`config.mk`:
```
export PLATFORM = sky130hd
export DESIGN_NAME = status_reporting_summary
export DESIGN_NICKNAME = d
export VERILOG_FILES = /design/src/status_pkg.sv /design/src/status_reporting_summary.sv
export VERILOG_INCLUDE_DIRS = /design/src
export SDC_FILE = /design/constraint.sdc
export NUM_CORES = 1
export LEC_CHECK = 0
export BUFFER_PORTS_ARGS = -buffer_cell sky130_fd_sc_hd__buf_4
export CAP_MARGIN = 20
export CORE_AREA = 2 2 89 125
export DETAILED_ROUTE_END_ITERATION = 10
export DIE_AREA = 0 0 91 127
export GPL_TIMING_DRIVEN = 0
export PLACE_DENSITY_LB_ADDON = 0.25
export SYNTH_ARGS = -nofsm -noshare
export SYNTH_HDL_FRONTEND = slang
export SYNTH_SLANG_ARGS = --single-unit
```
`constraint.sdc`:
```
create_clock -name ref_clk_i -period 1.92 [get_ports ref_clk_i]
set_input_delay 0.192 -clock ref_clk_i [delete_from_list [all_inputs] [get_ports ref_clk_i]]
set_output_delay 0.192 -clock ref_clk_i [all_outputs]
set_load 0.05 [all_outputs]
```
`src/status_defines.svh`:
```
// status reporting constants: widths, bit positions, register selects
`ifndef STATUS_DEFINES_SVH
`define STATUS_DEFINES_SVH

// ****************************************
// register widths
// ****************************************
`define WIDE_W 16
`define NARROW_W 8
`define SEL_W 4

// ****************************************
// register select codes
// ****************************************
`define SEL_OP_COND 4'h0
`define SEL_OP_EVT 4'h1
`define SEL_OP_ENA 4'h2
`define SEL_Q_COND 4'h3
`define SEL_Q_EVT 4'h4
`define SEL_Q_ENA 4'h5
`define SEL_STD_COND 4'h6
`define SEL_STD_EVT 4'h7
`define SEL_STD_ENA 4'h8
`define SEL_SRV_BYTE 4'h9
`define SEL_SRV_ENA 4'ha

// ****************************************
// operation bit positions
// ****************************************
`define OP_TRIG_WAIT 5
`define OP_TRAN_ARMED 6
`define OP_CONST_VOLT 8
`define OP_TRAN_DONE 9
`define OP_CONST_CURR 10
`define OP_SAMPLE_DONE 11
`define OP_LIST_DONE 12
`define OP_LIST_RUN 14

// ****************************************
// quality bit positions
// ****************************************
`define Q_VOLT_ERR 0
`define Q_CURR_ERR 1
`define Q_THERMAL 3
`define Q_SLAVE 6
`define Q_VOLT_PROT 12
`define Q_CURR_PROT 13
`define Q_SINKING 14

// ****************************************
// service request bit positions
// ****************************************
`define SRV_QUEUE 3
`define SRV_QUALITY 3
`define SRV_DATA_AVAIL 4
`define SRV_STD_SUM 5
`define SRV_REQUEST 6
`define SRV_OP_SUM 7

// ****************************************
// reset values
// ****************************************
`define WIDE_ZERO 16'h0000
`define NARROW_ZERO 8'h00

`endif

```
`src/status_pkg.sv`:
```
// status reporting types
`default_nettype none
`include "status_defines.svh"

package status_pkg;

  typedef enum logic [3:0] {
    SEL_OP_COND = `SEL_OP_COND,
    SEL_OP_EVT = `SEL_OP_EVT,
    SEL_OP_ENA = `SEL_OP_ENA,
    SEL_Q_COND = `SEL_Q_COND,
    SEL_Q_EVT = `SEL_Q_EVT,
    SEL_Q_ENA = `SEL_Q_ENA,
    SEL_STD_COND = `SEL_STD_COND,
    SEL_STD_EVT = `SEL_STD_EVT,
    SEL_STD_ENA = `SEL_STD_ENA,
    SEL_SRV_BYTE = `SEL_SRV_BYTE,
    SEL_SRV_ENA = `SEL_SRV_ENA
  } reg_sel_t;

  typedef struct packed {
    logic trig_enabled;
    logic trig_ext_src;
    logic transient_armed;
    logic const_volt;
    logic const_curr;
    logic transient_done;
    logic sample_done;
    logic list_done;
    logic list_running;
  } op_in_t;

  typedef struct packed {
    logic current_mode;
    logic voltage_mode;
    logic thermal_fault;
    logic slave_fault;
    logic volt_prot;
    logic curr_prot;
    logic ext_ref;
    logic sinking;
  } q_in_t;

endpackage

`default_nettype wire

```
`src/status_reporting_summary.sv`:
```
// status reporting: condition, event, enable registers and service request
`timescale 1ns/1ns
`default_nettype none
`include "status_defines.svh"

module status_reporting_summary #(
  parameter int WIDE_W = `WIDE_W,
  parameter int NARROW_W = `NARROW_W
) (
  // clock and reset
  input wire logic ref_clk_i,
  input wire logic rst_b_i,
  // device conditions
  input wire status_pkg::op_in_t op_in_i,
  input wire status_pkg::q_in_t q_in_i,
  input wire logic [NARROW_W-1:0] std_cond_i,
  input wire logic trig_pin_i,
  input wire logic queue_not_empty_i,
  input wire logic out_data_avail_i,
  // register access from the command parser
  input wire status_pkg::reg_sel_t reg_sel_i,
  input wire logic rd_i,
  input wire logic wr_i,
  input wire logic [WIDE_W-1:0] wdata_i,
  output logic [WIDE_W-1:0] rdata_o,
  output logic rd_valid_o,
  // host side
  output logic [NARROW_W-1:0] serial_poll_o,
  output logic srq_o
);

  // ****************************************
  // event update
  // ****************************************
  function automatic logic [WIDE_W-1:0] evt_next(
    input logic [WIDE_W-1:0] evt,
    input logic [WIDE_W-1:0] cond,
    input logic [WIDE_W-1:0] prev,
    input logic [WIDE_W-1:0] pulse,
    input logic clr
  );
    logic [WIDE_W-1:0] held;
    held = clr ? '0 : evt;
    evt_next = held | (cond & ~prev) | pulse;
  endfunction

  function automatic logic hit(
    input status_pkg::reg_sel_t sel,
    input status_pkg::reg_sel_t want,
    input logic strobe
  );
    hit = strobe && (sel == want);
  endfunction

  function automatic logic [WIDE_W-1:0] widen(
    input logic [NARROW_W-1:0] v
  );
    widen = {{(WIDE_W-NARROW_W){1'b0}}, v};
  endfunction

  // ****************************************
  // trigger pin synchroniser
  // ****************************************
  logic trig_meta_r;
  logic trig_sync_r;
  logic trig_prev_r;
  logic trig_hold_r;
  logic trig_hold_nxt;
  wire trig_fall = trig_prev_r & ~trig_sync_r;

  always_ff @(posedge ref_clk_i or negedge rst_b_i) begin
    if (!rst_b_i) begin
      trig_meta_r <= 1'b1;
      trig_sync_r <= 1'b1;
      trig_prev_r <= 1'b1;
      trig_hold_r <= 1'b0;
    end else begin
      trig_meta_r <= trig_pin_i;
      trig_sync_r <= trig_meta_r;
      trig_prev_r <= trig_sync_r;
      trig_hold_r <= trig_hold_nxt;
    end
  end

  // wait flag rises on a falling pin edge and stays up until the pin returns high
  assign trig_hold_nxt = op_in_i.trig_ext_src &&
    (trig_fall || (trig_hold_r && !trig_sync_r));

  // ****************************************
  // operation condition
  // ****************************************
  logic [WIDE_W-1:0] op_cond;
  logic [WIDE_W-1:0] op_pulse;

  always_comb begin
    op_cond = '0;
    op_cond[`OP_TRIG_WAIT] = op_in_i.trig_enabled | trig_hold_r;
    op_cond[`OP_TRAN_ARMED] = op_in_i.transient_armed;
    op_cond[`OP_CONST_VOLT] = op_in_i.const_volt;
    op_cond[`OP_CONST_CURR] = op_in_i.const_curr;
    op_cond[`OP_SAMPLE_DONE] = op_in_i.sample_done;
    op_cond[`OP_LIST_RUN] = op_in_i.list_running;
  end

  // transient and list completion bits reach the event register only
  always_comb begin
    op_pulse = '0;
    op_pulse[`OP_TRAN_DONE] = op_in_i.transient_done;
    op_pulse[`OP_LIST_DONE] = op_in_i.list_done;
  end

  // ****************************************
  // quality condition
  // ****************************************
  logic [WIDE_W-1:0] q_cond;
  wire any_prot = q_in_i.volt_prot | q_in_i.curr_prot;

  always_comb begin
    q_cond = '0;
    q_cond[`Q_VOLT_ERR] = q_in_i.current_mode;
    q_cond[`Q_CURR_ERR] = q_in_i.voltage_mode;
    q_cond[`Q_THERMAL] = q_in_i.thermal_fault;
    q_cond[`Q_SLAVE] = q_in_i.slave_fault;
    q_cond[`Q_VOLT_PROT] = q_in_i.ext_ref ? any_prot
      : q_in_i.volt_prot;
    q_cond[`Q_CURR_PROT] = q_in_i.ext_ref ? any_prot
      : q_in_i.curr_prot;
    q_cond[`Q_SINKING] = q_in_i.sinking;
  end

  // ****************************************
  // register file
  // ****************************************
  logic [WIDE_W-1:0] op_prev_r;
  logic [WIDE_W-1:0] op_evt_r;
  logic [WIDE_W-1:0] op_evt_nxt;
  logic [WIDE_W-1:0] op_ena_r;
  logic [WIDE_W-1:0] q_prev_r;
  logic [WIDE_W-1:0] q_evt_r;
  logic [WIDE_W-1:0] q_evt_nxt;
  logic [WIDE_W-1:0] q_ena_r;
  logic [NARROW_W-1:0] std_prev_r;
  logic [NARROW_W-1:0] std_evt_r;
  logic [NARROW_W-1:0] std_evt_nxt;
  logic [NARROW_W-1:0] std_ena_r;
  logic [NARROW_W-1:0] srv_ena_r;

  wire rd_op_evt = hit(reg_sel_i, status_pkg::SEL_OP_EVT, rd_i);
  wire rd_q_evt = hit(reg_sel_i, status_pkg::SEL_Q_EVT, rd_i);
  wire rd_std_evt = hit(reg_sel_i, status_pkg::SEL_STD_EVT, rd_i);
  wire wr_op_ena = hit(reg_sel_i, status_pkg::SEL_OP_ENA, wr_i);
  wire wr_q_ena = hit(reg_sel_i, status_pkg::SEL_Q_ENA, wr_i);
  wire wr_std_ena = hit(reg_sel_i, status_pkg::SEL_STD_ENA, wr_i);
  wire wr_srv_ena = hit(reg_sel_i, status_pkg::SEL_SRV_ENA, wr_i);

  logic [WIDE_W-1:0] std_cond_w;
  logic [WIDE_W-1:0] std_prev_w;
  logic [WIDE_W-1:0] std_evt_w;
  logic [WIDE_W-1:0] std_calc;

  assign std_cond_w = widen(std_cond_i);
  assign std_prev_w = widen(std_prev_r);
  assign std_evt_w = widen(std_evt_r);

  // a new edge in the read cycle survives the clear
  assign op_evt_nxt = evt_next(op_evt_r, op_cond, op_prev_r,
    op_pulse, rd_op_evt);
  assign q_evt_nxt = evt_next(q_evt_r, q_cond, q_prev_r,
    '0, rd_q_evt);
  assign std_calc = evt_next(std_evt_w, std_cond_w, std_prev_w,
    '0, rd_std_evt);
  assign std_evt_nxt = std_calc[NARROW_W-1:0];

  always_ff @(posedge ref_clk_i or negedge rst_b_i) begin
    if (!rst_b_i) begin
      op_prev_r <= `WIDE_ZERO;
    end else begin
      op_prev_r <= op_cond;
    end
  end

  always_ff @(posedge ref_clk_i or negedge rst_b_i) begin
    if (!rst_b_i) begin
      q_prev_r <= `WIDE_ZERO;
    end else begin
      q_prev_r <= q_cond;
    end
  end

  always_ff @(posedge ref_clk_i or negedge rst_b_i) begin
    if (!rst_b_i) begin
      std_prev_r <= `NARROW_ZERO;
    end else begin
      std_prev_r <= std_cond_i;
    end
  end

  always_ff @(posedge ref_clk_i or negedge rst_b_i) begin
    if (!rst_b_i) begin
      op_evt_r <= `WIDE_ZERO;
    end else begin
      op_evt_r <= op_evt_nxt;
    end
  end

  always_ff @(posedge ref_clk_i or negedge rst_b_i) begin
    if (!rst_b_i) begin
      q_evt_r <= `WIDE_ZERO;
    end else begin
      q_evt_r <= q_evt_nxt;
    end
  end

  always_ff @(posedge ref_clk_i or negedge rst_b_i) begin
    if (!rst_b_i) begin
      std_evt_r <= `NARROW_ZERO;
    end else begin
      std_evt_r <= std_evt_nxt;
    end
  end

  always_ff @(posedge ref_clk_i or negedge rst_b_i) begin
    if (!rst_b_i) begin
      op_ena_r <= `WIDE_ZERO;
    end else if (wr_op_ena) begin
      op_ena_r <= wdata_i;
    end
  end

  always_ff @(posedge ref_clk_i or negedge rst_b_i) begin
    if (!rst_b_i) begin
      q_ena_r <= `WIDE_ZERO;
    end else if (wr_q_ena) begin
      q_ena_r <= wdata_i;
    end
  end

  always_ff @(posedge ref_clk_i or negedge rst_b_i) begin
    if (!rst_b_i) begin
      std_ena_r <= `NARROW_ZERO;
    end else if (wr_std_ena) begin
      std_ena_r <= wdata_i[NARROW_W-1:0];
    end
  end

  always_ff @(posedge ref_clk_i or negedge rst_b_i) begin
    if (!rst_b_i) begin
      srv_ena_r <= `NARROW_ZERO;
    end else if (wr_srv_ena) begin
      srv_ena_r <= wdata_i[NARROW_W-1:0];
    end
  end

  // ****************************************
  // summaries and service request
  // ****************************************
  wire op_sum = |(op_evt_r & op_ena_r);
  wire q_sum = |(q_evt_r & q_ena_r);
  wire std_sum = |(std_evt_r & std_ena_r);
  logic [NARROW_W-1:0] srv_base;
  logic [NARROW_W-1:0] srv_mask;
  logic [NARROW_W-1:0] srv_byte;
  wire srv_req;

  // error bit stays zero while queue empty and no quality event
  always_comb begin
    srv_base = '0;
    srv_base[`SRV_QUALITY] = q_sum | queue_not_empty_i;
    srv_base[`SRV_DATA_AVAIL] = out_data_avail_i;
    srv_base[`SRV_STD_SUM] = std_sum;
    srv_base[`SRV_OP_SUM] = op_sum;
  end

  always_comb begin
    srv_mask = srv_ena_r;
    srv_mask[`SRV_REQUEST] = 1'b0;
  end

  assign srv_req = |(srv_base & srv_mask);

  always_comb begin
    srv_byte = srv_base;
    srv_byte[`SRV_REQUEST] = srv_req;
  end

  assign serial_poll_o = srv_byte;
  assign srq_o = srv_req;

  // ****************************************
  // read data
  // ****************************************
  logic [WIDE_W-1:0] rd_mux;
  logic [WIDE_W-1:0] rdata_r;
  logic rd_valid_r;

  always_comb begin
    unique case (reg_sel_i)
      status_pkg::SEL_OP_COND: rd_mux = op_cond;
      status_pkg::SEL_OP_EVT: rd_mux = op_evt_r;
      status_pkg::SEL_OP_ENA: rd_mux = op_ena_r;
      status_pkg::SEL_Q_COND: rd_mux = q_cond;
      status_pkg::SEL_Q_EVT: rd_mux = q_evt_r;
      status_pkg::SEL_Q_ENA: rd_mux = q_ena_r;
      status_pkg::SEL_STD_COND: rd_mux = std_cond_w;
      status_pkg::SEL_STD_EVT: rd_mux = std_evt_w;
      status_pkg::SEL_STD_ENA: rd_mux = widen(std_ena_r);
      status_pkg::SEL_SRV_BYTE: rd_mux = widen(srv_byte);
      status_pkg::SEL_SRV_ENA: rd_mux = widen(srv_ena_r);
      default: rd_mux = `WIDE_ZERO;
    endcase
  end

  always_ff @(posedge ref_clk_i or negedge rst_b_i) begin
    if (!rst_b_i) begin
      rdata_r <= `WIDE_ZERO;
      rd_valid_r <= 1'b0;
    end else begin
      rd_valid_r <= rd_i;
      if (rd_i) begin
        rdata_r <= rd_mux;
      end
    end
  end

  assign rdata_o = rdata_r;
  assign rd_valid_o = rd_valid_r;

endmodule

`default_nettype wire

```
Word level (Yosys, flattened, before mapping)
Cells that the tools add are included.
Widths: inputs -> output; s select.
- register bits: 130
- input bits: 52
- output and inout port bits: 26
- word-level logic and storage cells: 67
- equal/unequal tests: 10
- multiplexer cells: 6
- bitwise operators: 19
- reduce and logical (&&, ||, !) cells: 16
- operator list (operator ; number):
    $pmux 16 s11 ; 1
    $and 15x16->16 ; 2
    $and 16x16->16 ; 2
    $mux 16 ; 2
    $not 15->16 ; 2
    $or 16x16->16 ; 2
    $reduce_or 16->1 ; 2
    $and 8x8->8 ; 3
    $eq 4x3->1 const B ; 4
    $or 16x13->16 ; 1
    $reduce_or 8->1 ; 2
    $eq 4x4->1 const B ; 3
    $logic_and 1x1->1 ; 9
    $eq 4x2->1 const B ; 2
    $mux 8 ; 1
    $not 8->8 ; 1
    $or 8x8->8 ; 1
    $eq 4x1->1 const B ; 1
    $logic_not 4->1 ; 1
    $or 1x1->1 ; 3
    $mux 1 ; 2
    $and 1x1->1 ; 1
    $logic_not 1->1 ; 1
    $logic_or 1x1->1 ; 1
    $not 1->1 ; 1

Logic depth before layout (Yosys ltp)
- depth in word-level cells: 6
- mapped depth: 7
- depth with buffers taken out: 5

Worst setup path before layout
No wires, ideal clock.
- path kind: register -> output
- from: reg q_evt_r[13]
- to: out serial_poll_o[6]
- data arrival time: 1962 ps
- required time: 1728 ps
- setup slack: -234 ps
- cell stages (with the launch flop): 6
- buffers on the path: 1
- cell sequence: dfrtp_1 > a22o_1 > a221oi_1 > a41o_1 > nand4_1 > buf_4
- longest elaborated chain between the ends: 5
- ends and longest elaborated chain (item ; line ; source):
    from (decl) ; status_reporting_summary.sv:139 ; logic [WIDE_W-1:0] q_evt_r;
    from (signal assigned) ; status_reporting_summary.sv:208 ; q_evt_r <= `WIDE_ZERO;
    from (signal assigned) ; status_reporting_summary.sv:210 ; q_evt_r <= q_evt_nxt;
    $and 16x16->16 ; status_reporting_summary.sv:258 ; wire q_sum = |(q_evt_r & q_ena_r);
    $reduce_or 16->1 ; status_reporting_summary.sv:258 ;
    $or 1x1->1 ; status_reporting_summary.sv:268 ; srv_base[`SRV_QUALITY] = q_sum | queue_not_empty_i;
    $and 8x8->8 ; status_reporting_summary.sv:279 ; assign srv_req = |(srv_base & srv_mask);
    $reduce_or 8->1 ; status_reporting_summary.sv:279 ;
    to (decl) ; status_reporting_summary.sv:28 ; output logic [NARROW_W-1:0] serial_poll_o,
Every way passes these cells.

Worst setup path after layout
Ends and elaborated chain as after synthesis.

==> results.toml <==
[synthesis]
async_flop_share = 1.00
yosysTopAreaCell = "dfrtp_1"
synthFlopType = "dfrtp_1"
synthTopCellsByArea = "dfrtp_1 54%, mux2_2 9.3%, mux2_4 2.9%"
synth_commonest_cells = "110 x dfrtp_1, 42 x mux2_2, 40 x nand2_1, 39 x inv_1, 28 x o21ai_0"
netlist_instances = 438
synthMostInstantiatedCell = "dfrtp_1"
syn_avg_cell_area_um2 = 11.7
yosys_register_bits = 113
synth_warnings = 0
synth-edff-count = 0
synth_top_area_frac = 0.539
syn-cell-area_um2 = 5110
synth_seq_area_share = 0.554
yosysUniqueCellTypes = 58

[detailed_routing]
routed_wl_um = 14300
wl_per_cell_um = 19.9
routed-via-count = 4058
vias_per_cell = 5.64
drtIter0Drc = 415
final_antenna_net_count = 0
drc = 0
dr.pass1.iters = 5

[layout]
fill_cells = 820
multi_input_area_um2 = 2010
layout-drive-gt1-share = 0.363
fin_nets = 621
regArea_um2 = 2830
syn_to_final_growth_pct = 35.6
n_antenna_cell = 0
final_cell_count_no_fill = 720

[outcome]
status = "finished, violations left"
violations = "negative setup slack"

[power]
power_frac_seq = 0.380
ir_drop_mv = 0.619
leakage_nw = 3.26
power.density_nw_per_um2 = 1120
p_int_mw = 5.78
combPwrFrac = 0.175
p_sw_mw = 2.01
switching_share = 0.258
pwr-share-clk = 0.445

[critical_path]
crit_path_frequent_cell = "buf_6"
crit_fanout = 3
cp-start-kind = "register"
cpPeakStageDelay_ns = 0.40
path_buf_inv = 2
cp_top_family = "compound AO/OA/AOI/OAI gates"
cp-end-kind = "primary output"
crit_type = "register to primary output"
crit_arrival_ns = 2.05
worstPathCellList = "a22o_1 > a221oi_2 > a41o_1 > nand4_1 > buf_6 > buf_6"
cp_slowest_cell = "dfrtp_1"
worstPathRequired_ns = 1.73

[sta]
holdWs_ns = 0.00727
finalHoldViolCount = 0
setup_slack_ns = -0.326
rsz0062_at_grt = "yes"
post-route-period-util = 1.17
setup_viol = 3
skew_ns = 0.00850
worst_pin_slew_ns = 0.709
max-slew-margin-rel = 0.526
min_period_ns = 2.25
max_freq_mhz = 445
final_max_slew_viol_count = 0

[clocking]
cts-root-buf = "clkbuf_16"
cts_buffers = 17
cts_buffer_depth = 2
cts_tree = "yes"
clock_latency_ns = 0.42
cts_sinks = 113
htree_num_levels = 4
path_clk_slew_ns = 0.05

[floorplan]
core_area_um2 = 10300
io_pins = 78
die_w_um = 91
fp.dieArea_um2 = 11600
die_height_um = 127
start_util = 0.494
core.rowCount = 44

[global_route]
grt_pass1_wl_um = 22600
grt_max_degree = 74
grt-ovfl-total = 0
grt_pass1_vias = 4185
antenna_found_initial = 0
grtUsageTotal = 0.260

[placement]
dp_slack_ns = 0.00227
place.gp.congestion = 0.921
place.port_buffers = 74
place_inst = 653
dp_hpwl_um = 9720

[job]
maxCapViolCount = 0

[min_path]
hp-class = "input port to register"
==> final timing paths <==
| check | startpoint | to | slack (ns) | cells after the start |
|---|---|---|---|---|
| worst max-delay path | q_evt_r[13] | serial_poll_o[6] | -0.33 | 6 |
| worst min-delay path | q_in_i[2] | q_prev_r[13] | 0.007 | 3 |
| worst max register to register | q_evt_r[13] | rdata_o[3] | 0.10 | 7 |
| worst min register to register | trig_meta_r | trig_sync_r | 0.36 | 0 |
| max in group asynchronous | rst_b_i | trig_sync_r | 0.83 | 3 |
| min in group asynchronous | rst_b_i | op_evt_r[14] | 0.31 | 2 |
==> metrics by stage <==
stage	power (mW)	utilization	setup TNS [ns]	cell area (um^2)
2_1_floorplan	3.72	-	-0.185	5130
3_3_place_gp	4.14	0.566	0	5860
3_5_place_dp	4.19	0.569	0	5890
4_1_cts	7.80	0.668	-0.685	6920
5_1_grt	8.07	0.669	-0.911	6930
6_report	7.79	0.669	-0.626	6930
==> sequential cells by signal, indices dropped and copies added (netlist names), 6 cells and up <==
| name | flops |
|---|---|
| q_evt_r | 7 |
| std_ena_r | 8 |
| op_prev_r | 6 |
| std_prev_r | 8 |
| q_prev_r | 7 |
| rdata_o | 16 |
| op_evt_r | 8 |
| srv_ena_r | 8 |
| op_ena_r | 16 |
| q_ena_r | 16 |
| std_evt_r | 8 |
==> power groups by stage <==
stage / registers (mW) / clock network, mW / logic, mW
2_1_floorplan: 3.00 / 0 / 0.721
3_3_place_gp: 2.97 / 0 / 1.18
3_5_place_dp: 2.98 / 0 / 1.21
4_1_cts: 2.94 / 3.50 / 1.36
5_1_grt: 2.99 / 3.62 / 1.46
6_report: 2.96 / 3.47 / 1.37
==> repair_timing <==
action,4_1_cts,5_1_grt
resized for setup,9,5
pin swaps,4,4
endpoints found under the setup margin,5,7
setup buffers,14,3
hold buffers,25,0
endpoints found under the hold margin,64,0
==> per-layer routing <==
metal  share of wire  global-route usage
met1            0.40               0.318
met4           0.050               0.159
met3           0.058              0.0619
met2            0.49               0.418
met5               0                   0
==> cell families after synthesis <==
| kind of cell | count (synthesis) | synth area share |
|---|---|---|
| flip-flops | 113 | 0.554 |
| AO/OA/AOI/OAI | 108 | 0.146 |
| AND/OR/NAND/NOR | 83 | 0.0811 |
| buffers and inverters | 67 | 0.0637 |
| multiplexers | 66 | 0.154 |
| other | 1 | 0.000734 |
==> cells in the final DEF, fill, tap and decap left out, types with 5 or more instances in the layout <==
master / netlist / final
mux2_2: 42 / 42
bufinv_16: 0 / 5
a21oi_1: 10 / 10
buf_6: 2 / 5
nor2_1: 11 / 11
nand4_1: 5 / 5
mux2i_1: 12 / 12
inv_1: 39 / 39
a22oi_1: 13 / 10
clkbuf_1: 3 / 5
buf_2: 11 / 11
dfrtp_1: 110 / 110
a22o_1: 5 / 5
clkbuf_16: 0 / 17
o22ai_1: 15 / 15
buf_4: 12 / 91
dlygate4sd3_1: 0 / 25
nand2_1: 40 / 40
o21ai_0: 28 / 28
mux2_4: 10 / 10
==> worst reg2reg max path, cell delays in order (launching register included) <==
cell	delay (ns)
dfrtp_1	0.40
a22o_1	0.22
a221oi_2	0.21
buf_4	0.16
nand4_1	0.15
buf_4	0.19
a221oi_2	0.25
o22ai_1	0.10
==> cell type report <==
cell class                 instances  share of cell area
timing repair buffer             112               0.137
buffer                            26              0.0242
tap                              138              0.0249
sequential                       113               0.409
multi-input combinational        260               0.290
clock buffer                      22              0.0685
inverter                          39              0.0211
clock inverter                    10              0.0262
(Power assumes the default switching activity.)
